===== src/hdl/mosr_regs.svh =====
// constants of the media capability and media control/status bank
// assumes a 25 MHz register clock and a byte-addressed bus of 32-bit words
//
// What this block does
// - read-only 16-bit capability register, window three
// - reset clears capability, then loads config word
// - unsupported media flags always read zero
// - internal tx phy flag zero when external
// - fx phy and 10 Mb/s twisted-pair flags
// - external phy flag; t4 flag left unsupported
// - mixed 16-bit control/status register, window four
// - keep received fcs in data; reset clears
// - sqe counter counts only while enabled
// - collision and carrier bits track live signals
// - babble guard stops transmit, fixes 10 Mb/s rx polarity
// - link pulse requirement gates transmission
// - long transmit trips flag, blocks until reset
// - inverted rx pair reported; fixed under guard at 10 Mb/s, not mii
// - link bit follows mode-specific link source
// - link bit forced one without gating, mii
// - sending bit shows frame transmission live
// - bit fifteen reads one, fourteen zero
`ifndef MOSR_REGS_SVH
`define MOSR_REGS_SVH
// ====================================================================
// address map: printed offsets are word indices
`define MOSR_CAP_INDEX 6'h08
`define MOSR_STATUS_INDEX 6'h0a
`define MOSR_WINSEL_INDEX 6'h00
`define MOSR_CMD_INDEX 6'h01
`define MOSR_SQE_INDEX 6'h03
`define MOSR_CAP_WINDOW 3'h3
`define MOSR_STATUS_WINDOW 3'h4
// ====================================================================
// capability bit positions
`define MOSR_CAP_TX_INT 1
`define MOSR_CAP_FX 2
`define MOSR_CAP_TP10 3
`define MOSR_CAP_EXT_PHY 6
`define MOSR_CAP_RESET 16'h0000
`define MOSR_NVM_CAP_WORD 6'h13
// ====================================================================
// control/status bit positions
`define MOSR_ST_KEEP_FCS 2
`define MOSR_ST_SQE_EN 3
`define MOSR_ST_GUARD 6
`define MOSR_ST_REQ_LINK 7
`define MOSR_CMD_TX_RESET 0
// ====================================================================
// timing
`define MOSR_CLK_MHZ 25
`define MOSR_JABBER_TIME_US 20000
`endif


===== src/hdl/mosr_pkg.sv =====
// types shared by the media capability and status bank
// assumes the constants header is compiled alongside
package mosr_pkg;
  // bus response code
  typedef logic [1:0] mosr_resp_t;
  // 16-bit register word
  typedef logic [15:0] mosr_word_t;
  // capability load sequencer
  typedef enum logic [1:0] {
    LD_IDLE = 2'b00,
    LD_REQ = 2'b01,
    LD_DONE = 2'b10
  } mosr_load_t;
  localparam mosr_resp_t MOSR_OKAY = 2'b00;
  localparam mosr_resp_t MOSR_SLVERR = 2'b10;
endpackage


===== src/hdl/mosr_sync2.sv =====
// two-stage synchroniser for a group of independent pin levels
// assumes each bit is a slow level; no bus coherence across bits
`timescale 1ns/10ps
`default_nettype none
module mosr_sync2 #(
  parameter int unsigned W = 1
) (
  input wire logic aclk,
  input wire logic aresetn,
  input wire logic ce,
  input wire logic [W-1:0] async_in,
  output logic [W-1:0] sync_out
);
  // first stage, read only by the second
  logic [W-1:0] meta;
  // ==================================================================
  // two flops in series, frozen with the clock enable
  always_ff @(posedge aclk) begin
    if (!aresetn) begin
      meta <= '0;
      sync_out <= '0;
    end else if (ce) begin
      meta <= async_in;
      sync_out <= meta;
    end
  end
endmodule
`default_nettype wire


===== src/hdl/mosr_babble_timer.sv =====
// transmit watchdog: trips when sending runs unbroken too long
// assumes sending is a registered level on the same clock
`timescale 1ns/10ps
`default_nettype none
module mosr_babble_timer #(
  parameter int unsigned CYCLES = 500000
) (
  input wire logic aclk,
  input wire logic aresetn,
  input wire logic ce,
  input wire logic sending,
  input wire logic guard_on,
  input wire logic clear,
  output logic tripped
);
  localparam int unsigned CW = $clog2(CYCLES + 1);
  localparam logic [CW-1:0] LIMIT = CW'(CYCLES - 1);
  // unbroken sending length
  logic [CW-1:0] run;
  // limit reached while guarded
  wire timeout = sending & guard_on & (run == LIMIT);
  // ==================================================================
  // run counter restarts whenever sending pauses
  always_ff @(posedge aclk) begin
    if (!aresetn) begin
      run <= '0;
    end else if (ce) begin
      if (!sending || timeout) begin
        run <= '0;
      end else begin
        run <= run + CW'(1);
      end
    end
  end
  // ==================================================================
  // sticky trip, set wins over a simultaneous clear
  always_ff @(posedge aclk) begin
    if (!aresetn) begin
      tripped <= 1'b0;
    end else if (ce) begin
      if (timeout) begin
        tripped <= 1'b1;
      end else if (clear) begin
        tripped <= 1'b0;
      end
    end
  end
endmodule
`default_nettype wire


===== src/hdl/mosr_top.sv =====
// media capability and media control/status bank on axi4-lite
// assumes pins arrive asynchronously; mac and nvm share aclk
//
// Chosen here: the AXI4-Lite interface to the registers.
`timescale 1ns/10ps
`default_nettype none
`include "mosr_regs.svh"
module mosr_top #(
  parameter int unsigned JABBER_CYCLES =
    `MOSR_JABBER_TIME_US * `MOSR_CLK_MHZ
) (
  input wire logic aclk,
  input wire logic aresetn,
  input wire logic ce,
  // axi4-lite write address
  input wire logic [7:0] awaddr,
  input wire logic awvalid,
  output logic awready,
  // axi4-lite write data
  input wire logic [31:0] wdata,
  input wire logic [3:0] wstrb,
  input wire logic wvalid,
  output logic wready,
  // axi4-lite write response
  output mosr_pkg::mosr_resp_t bresp,
  output logic bvalid,
  input wire logic bready,
  // axi4-lite read
  input wire logic [7:0] araddr,
  input wire logic arvalid,
  output logic arready,
  output logic [31:0] rdata,
  output mosr_pkg::mosr_resp_t rresp,
  output logic rvalid,
  input wire logic rready,
  // configuration nvm word fetch
  output logic nvm_req,
  output logic [5:0] nvm_addr,
  input wire logic nvm_ack,
  input wire logic [15:0] nvm_data,
  // mode from the mac configuration
  input wire logic mii_mode,
  input wire logic speed100,
  // transceiver pins
  input wire logic pin_collision,
  input wire logic pin_carrier,
  input wire logic pin_link_beat,
  input wire logic pin_link_monitor,
  input wire logic pin_rx_inverted,
  // mac side
  input wire logic mac_tx_request,
  input wire logic sqe_error_pulse,
  output logic tx_enable_out,
  output logic rx_keep_fcs_out,
  output logic polarity_fix_out,
  output logic tx_reset_pulse,
  output logic [7:0] sqe_error_counter
);
  import mosr_pkg::*;

  // ==================================================================
  // pin synchronisation
  logic [4:0] pins_sync;
  mosr_sync2 #(
    .W(5)
  ) u_sync (
    .aclk(aclk),
    .aresetn(aresetn),
    .ce(ce),
    .async_in({pin_rx_inverted, pin_link_monitor, pin_link_beat,
               pin_carrier, pin_collision}),
    .sync_out(pins_sync)
  );
  wire collision_live = pins_sync[0];
  wire carrier_live = pins_sync[1];
  wire link_beat_s = pins_sync[2];
  wire link_mon_s = pins_sync[3];
  wire rx_pair_inverted = pins_sync[4];

  // ==================================================================
  // register state
  logic [2:0] win_sel; // register window select
  mosr_word_t media_capability; // loaded capability word
  mosr_load_t load_state; // capability load sequencer
  logic keep_rx_fcs; // pass fcs to host
  logic sqe_count_enable; // sqe statistics gate
  logic babble_guard_on; // jabber guard
  logic require_link_pulse; // link beat gating
  logic babble_tripped; // jabber state

  // ==================================================================
  // bus decode
  wire wr_go = awvalid & awready & wvalid & wready;
  wire [5:0] wr_idx = awaddr[7:2];
  wire [5:0] rd_idx = araddr[7:2];
  wire wr_lane0 = wr_go & wstrb[0];
  wire in_cap_win = (win_sel == `MOSR_CAP_WINDOW);
  wire in_st_win = (win_sel == `MOSR_STATUS_WINDOW);
  wire wr_winsel = wr_lane0 & (wr_idx == `MOSR_WINSEL_INDEX);
  wire wr_cmd = wr_lane0 & (wr_idx == `MOSR_CMD_INDEX);
  // only window four lets the status word be written
  wire wr_status = wr_lane0 & in_st_win &
    (wr_idx == `MOSR_STATUS_INDEX);
  wire rd_map_win = (rd_idx == `MOSR_WINSEL_INDEX);
  wire rd_map_cmd = (rd_idx == `MOSR_CMD_INDEX);
  wire rd_map_sqe = (rd_idx == `MOSR_SQE_INDEX);
  wire rd_map_cap = (rd_idx == `MOSR_CAP_INDEX);
  wire rd_map_st = (rd_idx == `MOSR_STATUS_INDEX);
  wire wr_mapped = (wr_idx == `MOSR_WINSEL_INDEX) |
    (wr_idx == `MOSR_CMD_INDEX) | (wr_idx == `MOSR_SQE_INDEX) |
    (wr_idx == `MOSR_CAP_INDEX) | (wr_idx == `MOSR_STATUS_INDEX);
  wire rd_mapped = rd_map_win | rd_map_cmd | rd_map_sqe |
    rd_map_cap | rd_map_st;

  // ==================================================================
  // live link and transmit gating
  // link source by mode, forced on without gating or under mii
  wire link_up_live = mii_mode | ~require_link_pulse |
    (speed100 ? link_mon_s : link_beat_s);
  wire tx_allowed = ~babble_tripped &
    (~require_link_pulse | link_up_live);
  wire frame_sending_live = tx_enable_out;

  // ==================================================================
  // readback words, reserved bits zero
  wire mosr_word_t status_word = {
    1'b1, // attachment unit off
    1'b0, // coax power on
    1'b0,
    frame_sending_live,
    link_up_live,
    rx_pair_inverted,
    babble_tripped,
    1'b0,
    require_link_pulse,
    babble_guard_on,
    carrier_live,
    collision_live,
    sqe_count_enable,
    keep_rx_fcs,
    2'b00
  };
  wire mosr_word_t cap_vis = in_cap_win ? media_capability : 16'h0000;
  wire mosr_word_t st_vis = in_st_win ? status_word : 16'h0000;
  wire [31:0] rd_mux =
    rd_map_win ? {29'h0000000, win_sel} :
    rd_map_sqe ? {24'h000000, sqe_error_counter} :
    rd_map_cap ? {16'h0000, cap_vis} :
    rd_map_st ? {16'h0000, st_vis} :
    32'h00000000;

  // capability word from nvm: unsupported flags forced to zero,
  // internal tx flag dropped when an external phy is declared
  wire mosr_word_t cap_from_nvm = {
    9'h000,
    nvm_data[`MOSR_CAP_EXT_PHY],
    2'b00,
    nvm_data[`MOSR_CAP_TP10],
    nvm_data[`MOSR_CAP_FX],
    nvm_data[`MOSR_CAP_TX_INT] & ~nvm_data[`MOSR_CAP_EXT_PHY],
    1'b0
  };

  // ==================================================================
  // write address and data taken together, one write at a time
  always_ff @(posedge aclk) begin
    if (!aresetn) begin
      awready <= 1'b0;
      wready <= 1'b0;
    end else if (ce) begin
      awready <= awvalid & wvalid & ~awready & ~bvalid;
      wready <= awvalid & wvalid & ~wready & ~bvalid;
    end
  end

  // ==================================================================
  // write response held until bready
  always_ff @(posedge aclk) begin
    if (!aresetn) begin
      bvalid <= 1'b0;
      bresp <= MOSR_OKAY;
    end else if (ce) begin
      if (wr_go) begin
        bvalid <= 1'b1;
        bresp <= wr_mapped ? MOSR_OKAY : MOSR_SLVERR;
      end else if (bready) begin
        bvalid <= 1'b0;
      end
    end
  end

  // ==================================================================
  // read address taken one at a time, data held until rready
  always_ff @(posedge aclk) begin
    if (!aresetn) begin
      arready <= 1'b0;
      rvalid <= 1'b0;
      rdata <= 32'h00000000;
      rresp <= MOSR_OKAY;
    end else if (ce) begin
      arready <= arvalid & ~arready & ~rvalid;
      if (arvalid && arready) begin
        rvalid <= 1'b1;
        rdata <= rd_mux;
        rresp <= rd_mapped ? MOSR_OKAY : MOSR_SLVERR;
      end else if (rready) begin
        rvalid <= 1'b0;
      end
    end
  end

  // ==================================================================
  // window select and transmit reset command pulse
  always_ff @(posedge aclk) begin
    if (!aresetn) begin
      win_sel <= 3'h0;
      tx_reset_pulse <= 1'b0;
    end else if (ce) begin
      if (wr_winsel) begin
        win_sel <= wdata[2:0];
      end
      tx_reset_pulse <= wr_cmd & wdata[`MOSR_CMD_TX_RESET];
    end
  end

  // ==================================================================
  // writable control bits; other bits ignore writes
  always_ff @(posedge aclk) begin
    if (!aresetn) begin
      keep_rx_fcs <= 1'b0;
      sqe_count_enable <= 1'b0;
      babble_guard_on <= 1'b0;
      require_link_pulse <= 1'b0;
    end else if (ce && wr_status) begin
      keep_rx_fcs <= wdata[`MOSR_ST_KEEP_FCS];
      sqe_count_enable <= wdata[`MOSR_ST_SQE_EN];
      babble_guard_on <= wdata[`MOSR_ST_GUARD];
      require_link_pulse <= wdata[`MOSR_ST_REQ_LINK];
    end
  end

  // ==================================================================
  // capability load: cleared at reset, then one nvm fetch
  always_ff @(posedge aclk) begin
    if (!aresetn) begin
      load_state <= LD_IDLE;
      media_capability <= `MOSR_CAP_RESET;
      nvm_req <= 1'b0;
      nvm_addr <= 6'h00;
    end else if (ce) begin
      case (load_state)
        LD_IDLE: begin
          nvm_req <= 1'b1;
          nvm_addr <= `MOSR_NVM_CAP_WORD;
          load_state <= LD_REQ;
        end
        LD_REQ: begin
          if (nvm_ack) begin
            media_capability <= cap_from_nvm;
            nvm_req <= 1'b0;
            load_state <= LD_DONE;
          end
        end
        LD_DONE: begin
          nvm_req <= 1'b0;
        end
        default: begin
          load_state <= LD_IDLE;
          nvm_req <= 1'b0;
        end
      endcase
    end
  end

  // ==================================================================
  // mac side outputs
  always_ff @(posedge aclk) begin
    if (!aresetn) begin
      tx_enable_out <= 1'b0;
      rx_keep_fcs_out <= 1'b0;
      polarity_fix_out <= 1'b0;
    end else if (ce) begin
      tx_enable_out <= mac_tx_request & tx_allowed;
      rx_keep_fcs_out <= keep_rx_fcs;
      // twisted-pair polarity correction needs the guard
      polarity_fix_out <= babble_guard_on & rx_pair_inverted &
        ~mii_mode & ~speed100;
    end
  end

  // ==================================================================
  // sqe error statistics, wraps at full scale
  always_ff @(posedge aclk) begin
    if (!aresetn) begin
      sqe_error_counter <= 8'h00;
    end else if (ce && sqe_error_pulse && sqe_count_enable) begin
      sqe_error_counter <= sqe_error_counter + 8'h01;
    end
  end

  // ==================================================================
  // jabber watchdog, released by the transmit reset command
  mosr_babble_timer #(
    .CYCLES(JABBER_CYCLES)
  ) u_babble (
    .aclk(aclk),
    .aresetn(aresetn),
    .ce(ce),
    .sending(tx_enable_out),
    .guard_on(babble_guard_on),
    .clear(tx_reset_pulse),
    .tripped(babble_tripped)
  );
endmodule
`default_nettype wire


===== config.mk =====
export PLATFORM = sky130hd
export DESIGN_NAME = mosr_top
export DESIGN_NICKNAME = d
export VERILOG_FILES = /design/src/hdl/mosr_pkg.sv /design/src/hdl/mosr_sync2.sv /design/src/hdl/mosr_babble_timer.sv /design/src/hdl/mosr_top.sv
export VERILOG_INCLUDE_DIRS = /design/src /design/src/hdl
export SDC_FILE = /design/constraint.sdc
export NUM_CORES = 1
export LEC_CHECK = 0
export ABC_AREA = 1
export BUFFER_PORTS_ARGS = -buffer_cell sky130_fd_sc_hd__buf_2
export CAP_MARGIN = 5
export CORE_MARGIN = 2
export CORE_UTILIZATION = 51
export CTS_BUF_LIST = sky130_fd_sc_hd__clkbuf_4 sky130_fd_sc_hd__clkbuf_8
export DETAILED_ROUTE_END_ITERATION = 6
export HOLD_SLACK_MARGIN = 0.08
export PLACE_DENSITY = 0.84
export SYNTH_ARGS = -nofsm -noshare
export SYNTH_HDL_FRONTEND = slang
export SYNTH_SLANG_ARGS = --single-unit

===== constraint.sdc =====
create_clock -name aclk -period 1.9 [get_ports aclk]
set_clock_uncertainty 0.1 [all_clocks]
set_input_delay 0.19 -clock aclk [delete_from_list [all_inputs] [get_ports aclk]]
set_output_delay 0.19 -clock aclk [all_outputs]
set_load 0.05 [all_outputs]

Word-level counts from Yosys, hierarchy flattened
Cells that the tools add are included.

Output and inout port bits: 60. Bits of input ports: 86. Logic and storage cells: 130. Bits in registers: 98.

Bitwise operators: 46. Multiplexer cells: 20. Reductions and logical operators: 22. Eq/ne operators: 14. Add/subtract/negate cells: 2.

Operators by type and width (number): $mux 16 (5); $and 1x1->1 (24); $eq 6x4->1 const B (4); $add 19x1->19 const B (1); $eq 19x19->1 const B (1); $mux 19 (1); $reduce_and 2->1 (8); $eq 6x1->1 const B (2); $eq 6x2->1 const B (2); $logic_not 6->1 (2); $not 1->1 (11); $or 1x1->1 (11); $add 8x1->8 const B (1); $mux 1 (8); $mux 7 (1); $mux 2 (3); $pmux 2 s3 (1); $reduce_and 3->1 (2); $reduce_bool 2->1 (3); $logic_and 1x1->1 (4); $eq 3x2->1 const B (1); $eq 3x3->1 const B (1); $eq 2x1->1 const B (1); $eq 2x2->1 const B (1); 5 further kinds (5).

Logic depth before layout (Yosys ltp)
Gate-level depths: netlist of the first run.

Word-level depth: 8. Mapped depth: 10. Mapped depth without buffers: 10.

By module
From an unflattened synthesis of the first run, not the netlist that was laid out.

Cell total of the unflattened synthesis: 585. Area total of the unflattened synthesis: 4020.1 um^2.

By module, submodules not included: mosr_top (area an instance 2532.4 um^2, cells each 351, instances 1); mosr_babble_timer (area an instance 1076.0 um^2, cells each 171, instances 1); mosr_sync2 (area an instance 411.6 um^2, cells each 63, instances 1).

Worst setup path after synthesis of the first run
OpenSTA, ideal clock, no wires.

Path type: register to register. Start point: register sqe_error_counter[0]. End point: register sqe_error_counter[7]. Stages on the path, launching flop included: 6. Arrival time: 1.383 ns. Library setup time: 0.131 ns. Period minus slack after synthesis: 1.614 ns. Required time: 1.669 ns. Path slack: 0.286 ns. Cells stage by stage: dfxtp_1 nand3_1 nor2_4 nand3_2 nor3_1 nor3b_2.

Cells in the longest elaborated chain, start to end: 1.

RTL lines: start, declared (line mosr_top.sv:57) `output logic [7:0] sqe_error_counter`; start signal, assigned (line mosr_top.sv:297) `sqe_error_counter <= sqe_error_counter + 8'h01;`; $add 8x1->8 (line mosr_top.sv:297).

Every way passes these cells. A chain may end at the register's enable or synchronous reset.

Worst setup path after layout of the first run
Start point: register load_state[0]. End point: register media_capability[1].

Cells in the longest elaborated chain, start to end: 2.

RTL lines: start, declared (line mosr_top.sv:84) `mosr_load_t load_state;`; start signal, assigned (line mosr_top.sv:246) `load_state <= LD_IDLE;`; start signal, assigned (line mosr_top.sv:255) `load_state <= LD_REQ;`; start signal, assigned (line mosr_top.sv:261) `load_state <= LD_DONE;`; $eq 2x1->1 (line mosr_top.sv:251) `case (load_state)`; $reduce_and 3->1 (no line); end signal, assigned (line mosr_top.sv:247) `` media_capability <= `MOSR_CAP_RESET; ``; end signal, assigned (line mosr_top.sv:259) `media_capability <= cap_from_nvm;`; end, declared (line mosr_top.sv:83) `mosr_word_t media_capability;`.

Every way passes these cells.

==> flow_summary.rst, run 1 <==
.. list-table::
   :header-rows: 1

   * - Metric
     - Value
   * - Crit path from
     - load_state[0]
   * - Num CTS Buffers
     - 9
   * - EDFF count, synth
     - 0
   * - Mean post-synth cell area
     - around 7.3 sq um
   * - Tot Pwr
     - 3.348 mW
   * - Count of input and output buffers
     - 76
   * - Data arrival time of the worst path
     - roughly 2000 ps
   * - Path depth of the worst reg2reg path
     - 7
   * - Sinks on Clock Net
     - 77
   * - Setup TNS after final layout
     - 0 ps
   * - Buffers inserted during post-CTS setup optimization
     - 0
   * - Die width
     - 90.26 um
   * - Most frequent standard cell in the layout excluding fill and tap cells
     - nand2_1
   * - Total congestion overflow after global routing
     - 0
   * - Ratio of total power to cell area
     - 730.9 nW/um^2
   * - Layout cells sized above 1
     - 0.2121
   * - Fillers
     - between 600 and 700
   * - Core Rows
     - 31
   * - Cell count after synthesis
     - approximately 520
   * - First-pass GRT wire length
     - 15190 um
   * - H-tree depth
     - 3
   * - CP Max Fanout
     - 5
   * - Maximum vdd drop
     - between 400 and 500 uV
   * - Clock latency reported for the late side of the worst-skew pair
     - between 300 and 400 ps
   * - Fraction of the cycle the final worst path needs
     - 0.9321
   * - DRC violation count after routing
     - 0
   * - Prevailing post-synth register cell
     - dfxtp_1
   * - R2R Setup Slk
     - ~130 ps
   * - Hold depth
     - 4
   * - Worst hold path type
     - in -> reg
   * - Total setup violations reported at the end of the flow
     - 0
   * - Total number of cells along the worst setup path
     - 7
   * - Sequential-to-total area share from yosys stat
     - 0.4062
   * - Clock tree from TritonCTS
     - yes
   * - Critical path endpoint
     - media_capability[1]
   * - Cell area reported after detailed placement
     - around 4200 sq um
   * - Number of warnings printed during yosys synthesis
     - 0
   * - Post-layout min period
     - roughly 1800 ps
   * - DRC marker count from the first detailed-route iteration
     - between 200 and 300
   * - Total Wirelength
     - between 9000 and 10000 um
   * - Die Area
     - slightly above 8000 sq um
   * - GRT Util Overall
     - 0.2290
   * - Estimated wirelength of the detail-placed design
     - ~6400 um
   * - Share of the core filled with cells in the final layout
     - 0.6349
   * - Highest-count cells in the layout ignoring fill and taps
     - nand2_1, nor2_1, dfxtp_1, buf_2, a21oi_1
   * - Number of buffers on the longest clock path
     - 2
   * - Crit path launch type
     - register
   * - Count of buffering cells on the critical path with inverters included
     - 3
   * - Antenna Violating Nets Remaining
     - 0
   * - N_diodes
     - 0
   * - Total non-filler cell area in the finished layout
     - 4581 sq um
   * - Family of cells with the greatest summed delay on the critical path
     - buffers and inverters
   * - Worst EP required
     - 2080 ps
   * - Number of distinct library cells after synthesis
     - 40
   * - Critical path, cell by cell
     - inv_1 -> nor2_1 -> nand3_2 -> inv_2 -> nand3_1 -> dlygate4sd3_1 -> a21oi_1
   * - Via count normalized by instance count
     - ~5.0
   * - IO Pins
     - approximately 150
   * - RSZ-0062 raised after global routing
     - no
   * - Net count reported at finish
     - approximately 700
   * - Number of vias after detailed routing
     - ~3700
   * - Vias in the first global route
     - about 3300
   * - Static power due to leakage
     - approximately 2.0 nW
   * - Status
     - completed
   * - Final hold vios
     - 0
   * - WL/cell
     - about 13 um
   * - Worst reg2reg path endpoint
     - media_capability[1]
   * - Initial antenna violation count
     - 0
   * - CTS root buffer
     - clkbuf_8
   * - Max_cap viols
     - 0
   * - Startpoint of the lowest-slack register-to-register path
     - load_state[0]
   * - Initial Utilization
     - 0.5260
   * - Setup CP Type
     - reg -> reg
   * - Async set-reset flop share out of synthesis
     - 0
   * - Die Ht
     - 90.26 um
   * - Number of storage elements in the synthesis netlist
     - 77
   * - Worst setup EP type
     - register
   * - Maximum number of pins on one net before global-route repair
     - 32
   * - Max-slew violation count
     - 0
   * - Cell at the slowest stage of the critical path
     - dlygate4sd3_1
   * - Area Overhead vs Synth
     - 20.71%
   * - Area of the core
     - ~7200 sq um
   * - Netlist area before placement
     - about 3800 sq um
   * - Final RePlAce weighted congestion
     - ~0.86
   * - Highest clock rate
     - about 0.56 GHz
   * - Clock slew at reported path FFs
     - 80 ps
   * - Critical Path Max Stage Delay
     - 560 ps
   * - Number of search-and-repair iterations in the first detailed-routing pass
     - 5
-- cells in the mapped netlist, types with 3 or more instances --
cell type	number	share of area
nor2_2	7	0.012
nand2_1	90	0.089
xor2_1	4	0.0092
nor3b_1	5	0.0099
nand3_1	30	0.040
dfxtp_1	77	0.41
buf_2	3	0.0040
inv_1	47	0.046
o21ai_0	26	0.034
clkbuf_1	6	0.0059
nor3_1	9	0.012
a211oi_1	3	0.0059
nor2_1	84	0.083
a21oi_1	49	0.065
buf_4	26	0.051
nand4_1	13	0.021
nor2_4	7	0.021
nand2_2	5	0.0082
-- layer usage --
layer / vias to the layer above / routed length, um / share of wire / track usage
li1: 1843 / - / - / -
met1: 1660 / 3760 / 0.41 / 0.2878
met2: 135 / 4776 / 0.52 / 0.3979
met3: 17 / 509 / 0.055 / 0.02671
met4: 0 / 174 / 0.019 / 0.09744
met5: - / 0 / 0 / 0
-- registers in the layout (all words and copies together), names as in the netlist, 2 cells and up --
register and cells:
u_babble.run 19, win_sel 3, media_capability 4, u_sync.sync_out 5, rdata 13, sqe_error_counter 8, load_state 2, u_sync.meta 5
-- layout make-up --
class,instances,area (sq um),share of cell area
Tap cell,99,123.9,0.02704
Sequential cell,77,1541,0.3365
Clock buffer,9,123.9,0.02704
Timing Repair Buffer,105,650.6,0.1420
Inverter,50,188.9,0.04125
Multi-Input combinational cell,379,1877,0.4097
Clock inverter,7,75.07,0.01639
-- worst register-to-register path: cells and delay by family (launching register included) --
| family | cells | cell delay, ps |
|---|---|---|
| buffers and inverters | 3 | 760 |
| AOI/OAI and AO/OA | 1 | 120 |
| and+or+nand+nor | 3 | 370 |
| DFF | 1 | 360 |
-- where the power goes --
group	internal (mW)	total (mW)	leakage, nW	switching, mW
clock	0.610	1.24	0.0918	0.629
sequential	1.65	1.67	0.625	0.0257
combinational	0.121	0.434	1.31	0.313
-- kinds of logic (layout without fill, tap and decap cells) --
| logic type | after synthesis | in the layout | synth area share |
|---|---|---|---|
| AO/OA/AOI/OAI | 85 | 85 | 0.1174 |
| other | 1 | 24 | 0.0009882 |
| adder cells (fa/ha/maj) | 2 | 2 | 0.006593 |
| flip-flops | 77 | 77 | 0.4062 |
| buffers and inverters | 89 | 171 | 0.1233 |
| AND/OR/NAND/NOR | 262 | 262 | 0.3317 |
| XOR/XNOR | 6 | 6 | 0.01385 |
-- timing repair --
item | in CTS | in global routing
hold buffers | 21 | 0
resized for setup | 0 | 2
setup endpoints to repair | 0 | 1
endpoints found under the hold margin | 21 | 0
-- stage by stage --
| step | worst slack, ps | hold WS (ps) | std cells |
|---|---|---|---|
| floorplan | 285.7 | 224.9 | 545 |
| global placement | 284.2 | 312.3 | 689 |
| detailed placement | 218.6 | 322.5 | 689 |
| CTS | 100.4 | 80.47 | 726 |
| global route | 18.63 | 121.5 | 726 |
| finish | 128.9 | 100.2 | 726 |
-- worst min path at each step --
stage / start / to / slack, ps
3_3_place_gp: pin_link_monitor / u_sync.meta[3] / 310
4_1_cts: nvm_ack / nvm_req / 80
6_report: awaddr[3] / tx_reset_pulse / 100
5_1_grt: awaddr[3] / tx_reset_pulse / 120
2_1_floorplan: pin_collision / u_sync.meta[0] / 220
3_5_place_dp: pin_rx_inverted / u_sync.meta[4] / 320
Power figures use the tool's default switching activity.
==> run 2, diff against run 1 <==
--- a/config.mk
+++ b/config.mk
@@ -9,12 +9,14 @@
 export ABC_AREA = 1
 export BUFFER_PORTS_ARGS = -buffer_cell sky130_fd_sc_hd__buf_2
 export CAP_MARGIN = 5
+export CELL_PAD_IN_SITES_DETAIL_PLACEMENT = 0
+export CELL_PAD_IN_SITES_GLOBAL_PLACEMENT = 1
 export CORE_MARGIN = 2
-export CORE_UTILIZATION = 51
+export CORE_UTILIZATION = 35
 export CTS_BUF_LIST = sky130_fd_sc_hd__clkbuf_4 sky130_fd_sc_hd__clkbuf_8
 export DETAILED_ROUTE_END_ITERATION = 6
 export HOLD_SLACK_MARGIN = 0.08
-export PLACE_DENSITY = 0.84
+export PLACE_DENSITY = 0.83
 export SYNTH_ARGS = -nofsm -noshare
 export SYNTH_HDL_FRONTEND = slang
 export SYNTH_SLANG_ARGS = --single-unit
==> run 2 against run 1 <==
Net effect: sequential power about the same; clock power up 27%; setup slack gained 76 ps; non-clock buffer count is 1 higher.
==> flow_summary.rst, run 2 (synthesis results as in run 1) <==
.. list-table::
   :header-rows: 1

   * - Metric
     - Value
   * - Status
     - completed
   * - WL/cell
     - 11.77 um (-7.3%)
   * - Endpoint with the worst hold slack
     - bresp[1]
   * - H-tree depth
     - 3 (unchanged)
   * - Initial antenna violation count
     - 0 (unchanged)
   * - Sequential cell area
     - 1541 sq um (unchanged)
   * - Net switching power of the design
     - 0.9572 mW (-1.2%)
   * - Clock latency reported for the late side of the worst-skew pair
     - 360 ps (about the same)
   * - Startpoint of the lowest-slack register-to-register path
     - u_babble.run[0]
   * - Tot Pwr
     - 3.674 mW (+9.7%)
   * - GRT Util Overall
     - 0.1580 (-0.07102)
   * - Power share of the clock group
     - 0.428 (+0.058)
   * - Total congestion overflow after global routing
     - 0 (unchanged)
   * - IO Pins
     - 146 (unchanged)
   * - Area Overhead vs Synth
     - 23.67%
   * - Setup CP Type
     - reg -> reg
   * - Max_cap viols
     - 0 (unchanged)
   * - Largest Register
     - u_babble.run
   * - Crit path launch type
     - register
   * - CTS root buffer
     - clkbuf_8
   * - Worst hold start
     - awaddr[5]
   * - Highest clock rate
     - 0.5901 GHz (+4.5%)
   * - Buffers inserted during post-CTS setup optimization
     - 0 (unchanged)
   * - Sequential cell fraction of total power
     - 0.456 (-0.044)
   * - Ratio of total power to cell area
     - 782.8 nW/um^2 (+7.1%)
   * - Most frequent standard cell in the layout excluding fill and tap cells
     - nand2_1
   * - Fraction of the cycle the final worst path needs
     - 0.8920 (-0.04018)
   * - Data arrival time of the worst path
     - 1840 ps (-110 ps)
   * - Count of input and output buffers
     - 76 (unchanged)
   * - N_diodes
     - 0 (unchanged)
   * - Worst hold path type
     - in -> reg
   * - Area of the multi-input gates
     - 1872 sq um (-0.27%)
   * - Area of the core
     - 10700 sq um (+48%)
   * - Num CTS Buffers
     - 9 (unchanged)
   * - Final-layout worst hold slack
     - 99.53 ps (-0.6622 ps)
   * - Setup TNS after final layout
     - 0 ps (unchanged)
   * - Post-layout min period
     - 1695 ps (-76.35 ps)
   * - Setup slack at placement
     - 214.1 ps (-4.543 ps)
   * - Hold depth
     - 4 (unchanged)
   * - Total setup violations reported at the end of the flow
     - 0 (unchanged)
   * - Via count normalized by instance count
     - 4.517 (-10%)
   * - Path depth of the worst reg2reg path
     - 7 (unchanged)
   * - Clock slew at reported path FFs
     - 80 ps (about the same)
   * - Largest registers
     - u_babble.run (19), rdata (13), sqe_error_counter (8)
   * - Global routing met3 resource utilization
     - 0.02110 (-0.005614)
   * - Met1 capacity usage during global routing
     - 0.2104 (-0.07748)
   * - Clock tree from TritonCTS
     - yes
   * - Vias in the first global route
     - 3143 (-6.0%)
   * - Sinks on Clock Net
     - 77 (unchanged)
   * - Quantity of hold-fixing buffers added after cts
     - 21 (unchanged)
   * - Max-slew violation count
     - 0 (unchanged)
   * - DRC violation count after routing
     - 0 (unchanged)
   * - Number of buffers on the longest clock path
     - 2 (unchanged)
   * - Met2 usage
     - 0.2561 (-0.1418)
   * - Final hold vios
     - 0 (unchanged)
   * - Static power due to leakage
     - 2.067 nW (+2.2%)
   * - Layer with the highest usage
     - met2
   * - RSZ-0062 raised after global routing
     - no
   * - Post-route setup slack
     - 205.3 ps (+76.35 ps)
   * - Core Rows
     - 38 (+23%)
   * - Fillers
     - 1111 (+81%)
   * - Net switching fraction of the power
     - 0.2605 (-0.02867)
   * - Die width
     - 108.1 um (+20%)
   * - Number of vias after detailed routing
     - 3469 (-5.1%)
   * - Maximum number of pins on one net before global-route repair
     - 32 (unchanged)
   * - Worst setup EP type
     - register
   * - Initial Utilization
     - 0.3547 (-0.1713)
   * - Filler-free cell count of the finished design
     - 768 (+5.8%)
   * - CP Max Fanout
     - 9 (+4)
   * - Number of search-and-repair iterations in the first detailed-routing pass
     - 4 (-1)
   * - Number of flip-flops under the largest register name
     - 19 (unchanged)
   * - Total Wirelength
     - 9039 um (-2.0%)
   * - Post-CTS Resized
     - 0 (unchanged)
   * - Worst reg2reg path endpoint
     - u_babble.run[0]
   * - # placed instances
     - 731 (+6.1%)
   * - Gate power share
     - 0.117 (-0.013)
   * - Cell internal power dissipation
     - 2.717 mW (+14%)
   * - DRC marker count from the first detailed-route iteration
     - 183 (-30%)
   * - Estimated wirelength of the detail-placed design
     - 6840 um (+6.5%)
   * - Final RePlAce weighted congestion
     - 0.8238 (-4.3%)
   * - Antenna Violating Nets Remaining
     - 0 (unchanged)
   * - Highest-count cells in the layout ignoring fill and taps
     - nand2_1, nor2_1, dfxtp_1, buf_2, a21oi_1
   * - First-pass GRT wire length
     - 14640 um (-3.6%)
   * - Die Ht
     - 108.1 um (+20%)
   * - Maximum vdd drop
     - 334.7 uV (-22%)
   * - R2R Setup Slk
     - 210 ps (+80 ps)
   * - Die Area
     - 11690 sq um (+44%)
   * - Layout cells sized above 1
     - 0.2102 (-0.001930)
   * - Net count reported at finish
     - 711 (+0.14%)
   * - Worst EP required
     - 2050 ps (-30 ps)
[run 2: power groups by stage]
stage,Sequential [mW],Combinational (mW),Clock (mW)
global route,1.68,0.467,1.66
CTS,1.67,0.430,1.60
finish,1.67,0.429,1.57
detailed placement,1.71,0.396,0
global placement,1.71,0.393,0
floorplan,1.76,0.296,0
[run 2: worst max-delay path, cell delays in order, from the launching register on]
cell     delay, ps
dfxtp_1        410
ha_1           250
nand3_1        100
nor2_1         100
nand3_1        140
nand2_2        220
buf_4          210
nor3b_1         60
[run 2: area by class of cell]
cell class | instances | area share
Tap cell | 140 | 0.03732
Sequential cell | 77 | 0.3284
Clock buffer | 11 | 0.03226
Multi-Input combinational cell | 379 | 0.3988
Timing Repair Buffer | 106 | 0.1402
Clock inverter | 5 | 0.02266
Inverter | 50 | 0.04026
[run 2: stage by stage]
step             util  cell area (sq um)
6_report       0.4387               4693
5_1_grt        0.4387               4693
2_1_floorplan       -               3881
4_1_cts        0.4387               4693
3_3_place_gp   0.3950               4225
3_5_place_dp   0.3950               4225
[run 2: layer usage]
metal	vias up	part of all wire
li1	1847	-
met3	13	0.038
met5	-	0
met4	0	0.018
met2	74	0.47
met1	1535	0.48
[run 2: worst max-delay path by stage]
| stage | from | endpoint | slack [ps] | cells after the start |
|---|---|---|---|---|
| floorplan | sqe_error_counter[0] | sqe_error_counter[7] | 290 | 5 |
| global placement | u_babble.run[0] | u_babble.run[0] | 260 | 7 |
| detailed placement | u_babble.run[0] | u_babble.run[0] | 210 | 7 |
| CTS | u_babble.run[0] | u_babble.run[0] | 200 | 7 |
| global route | u_babble.run[0] | u_babble.run[8] | 30 | 7 |
| finish | u_babble.run[0] | u_babble.run[0] | 210 | 7 |
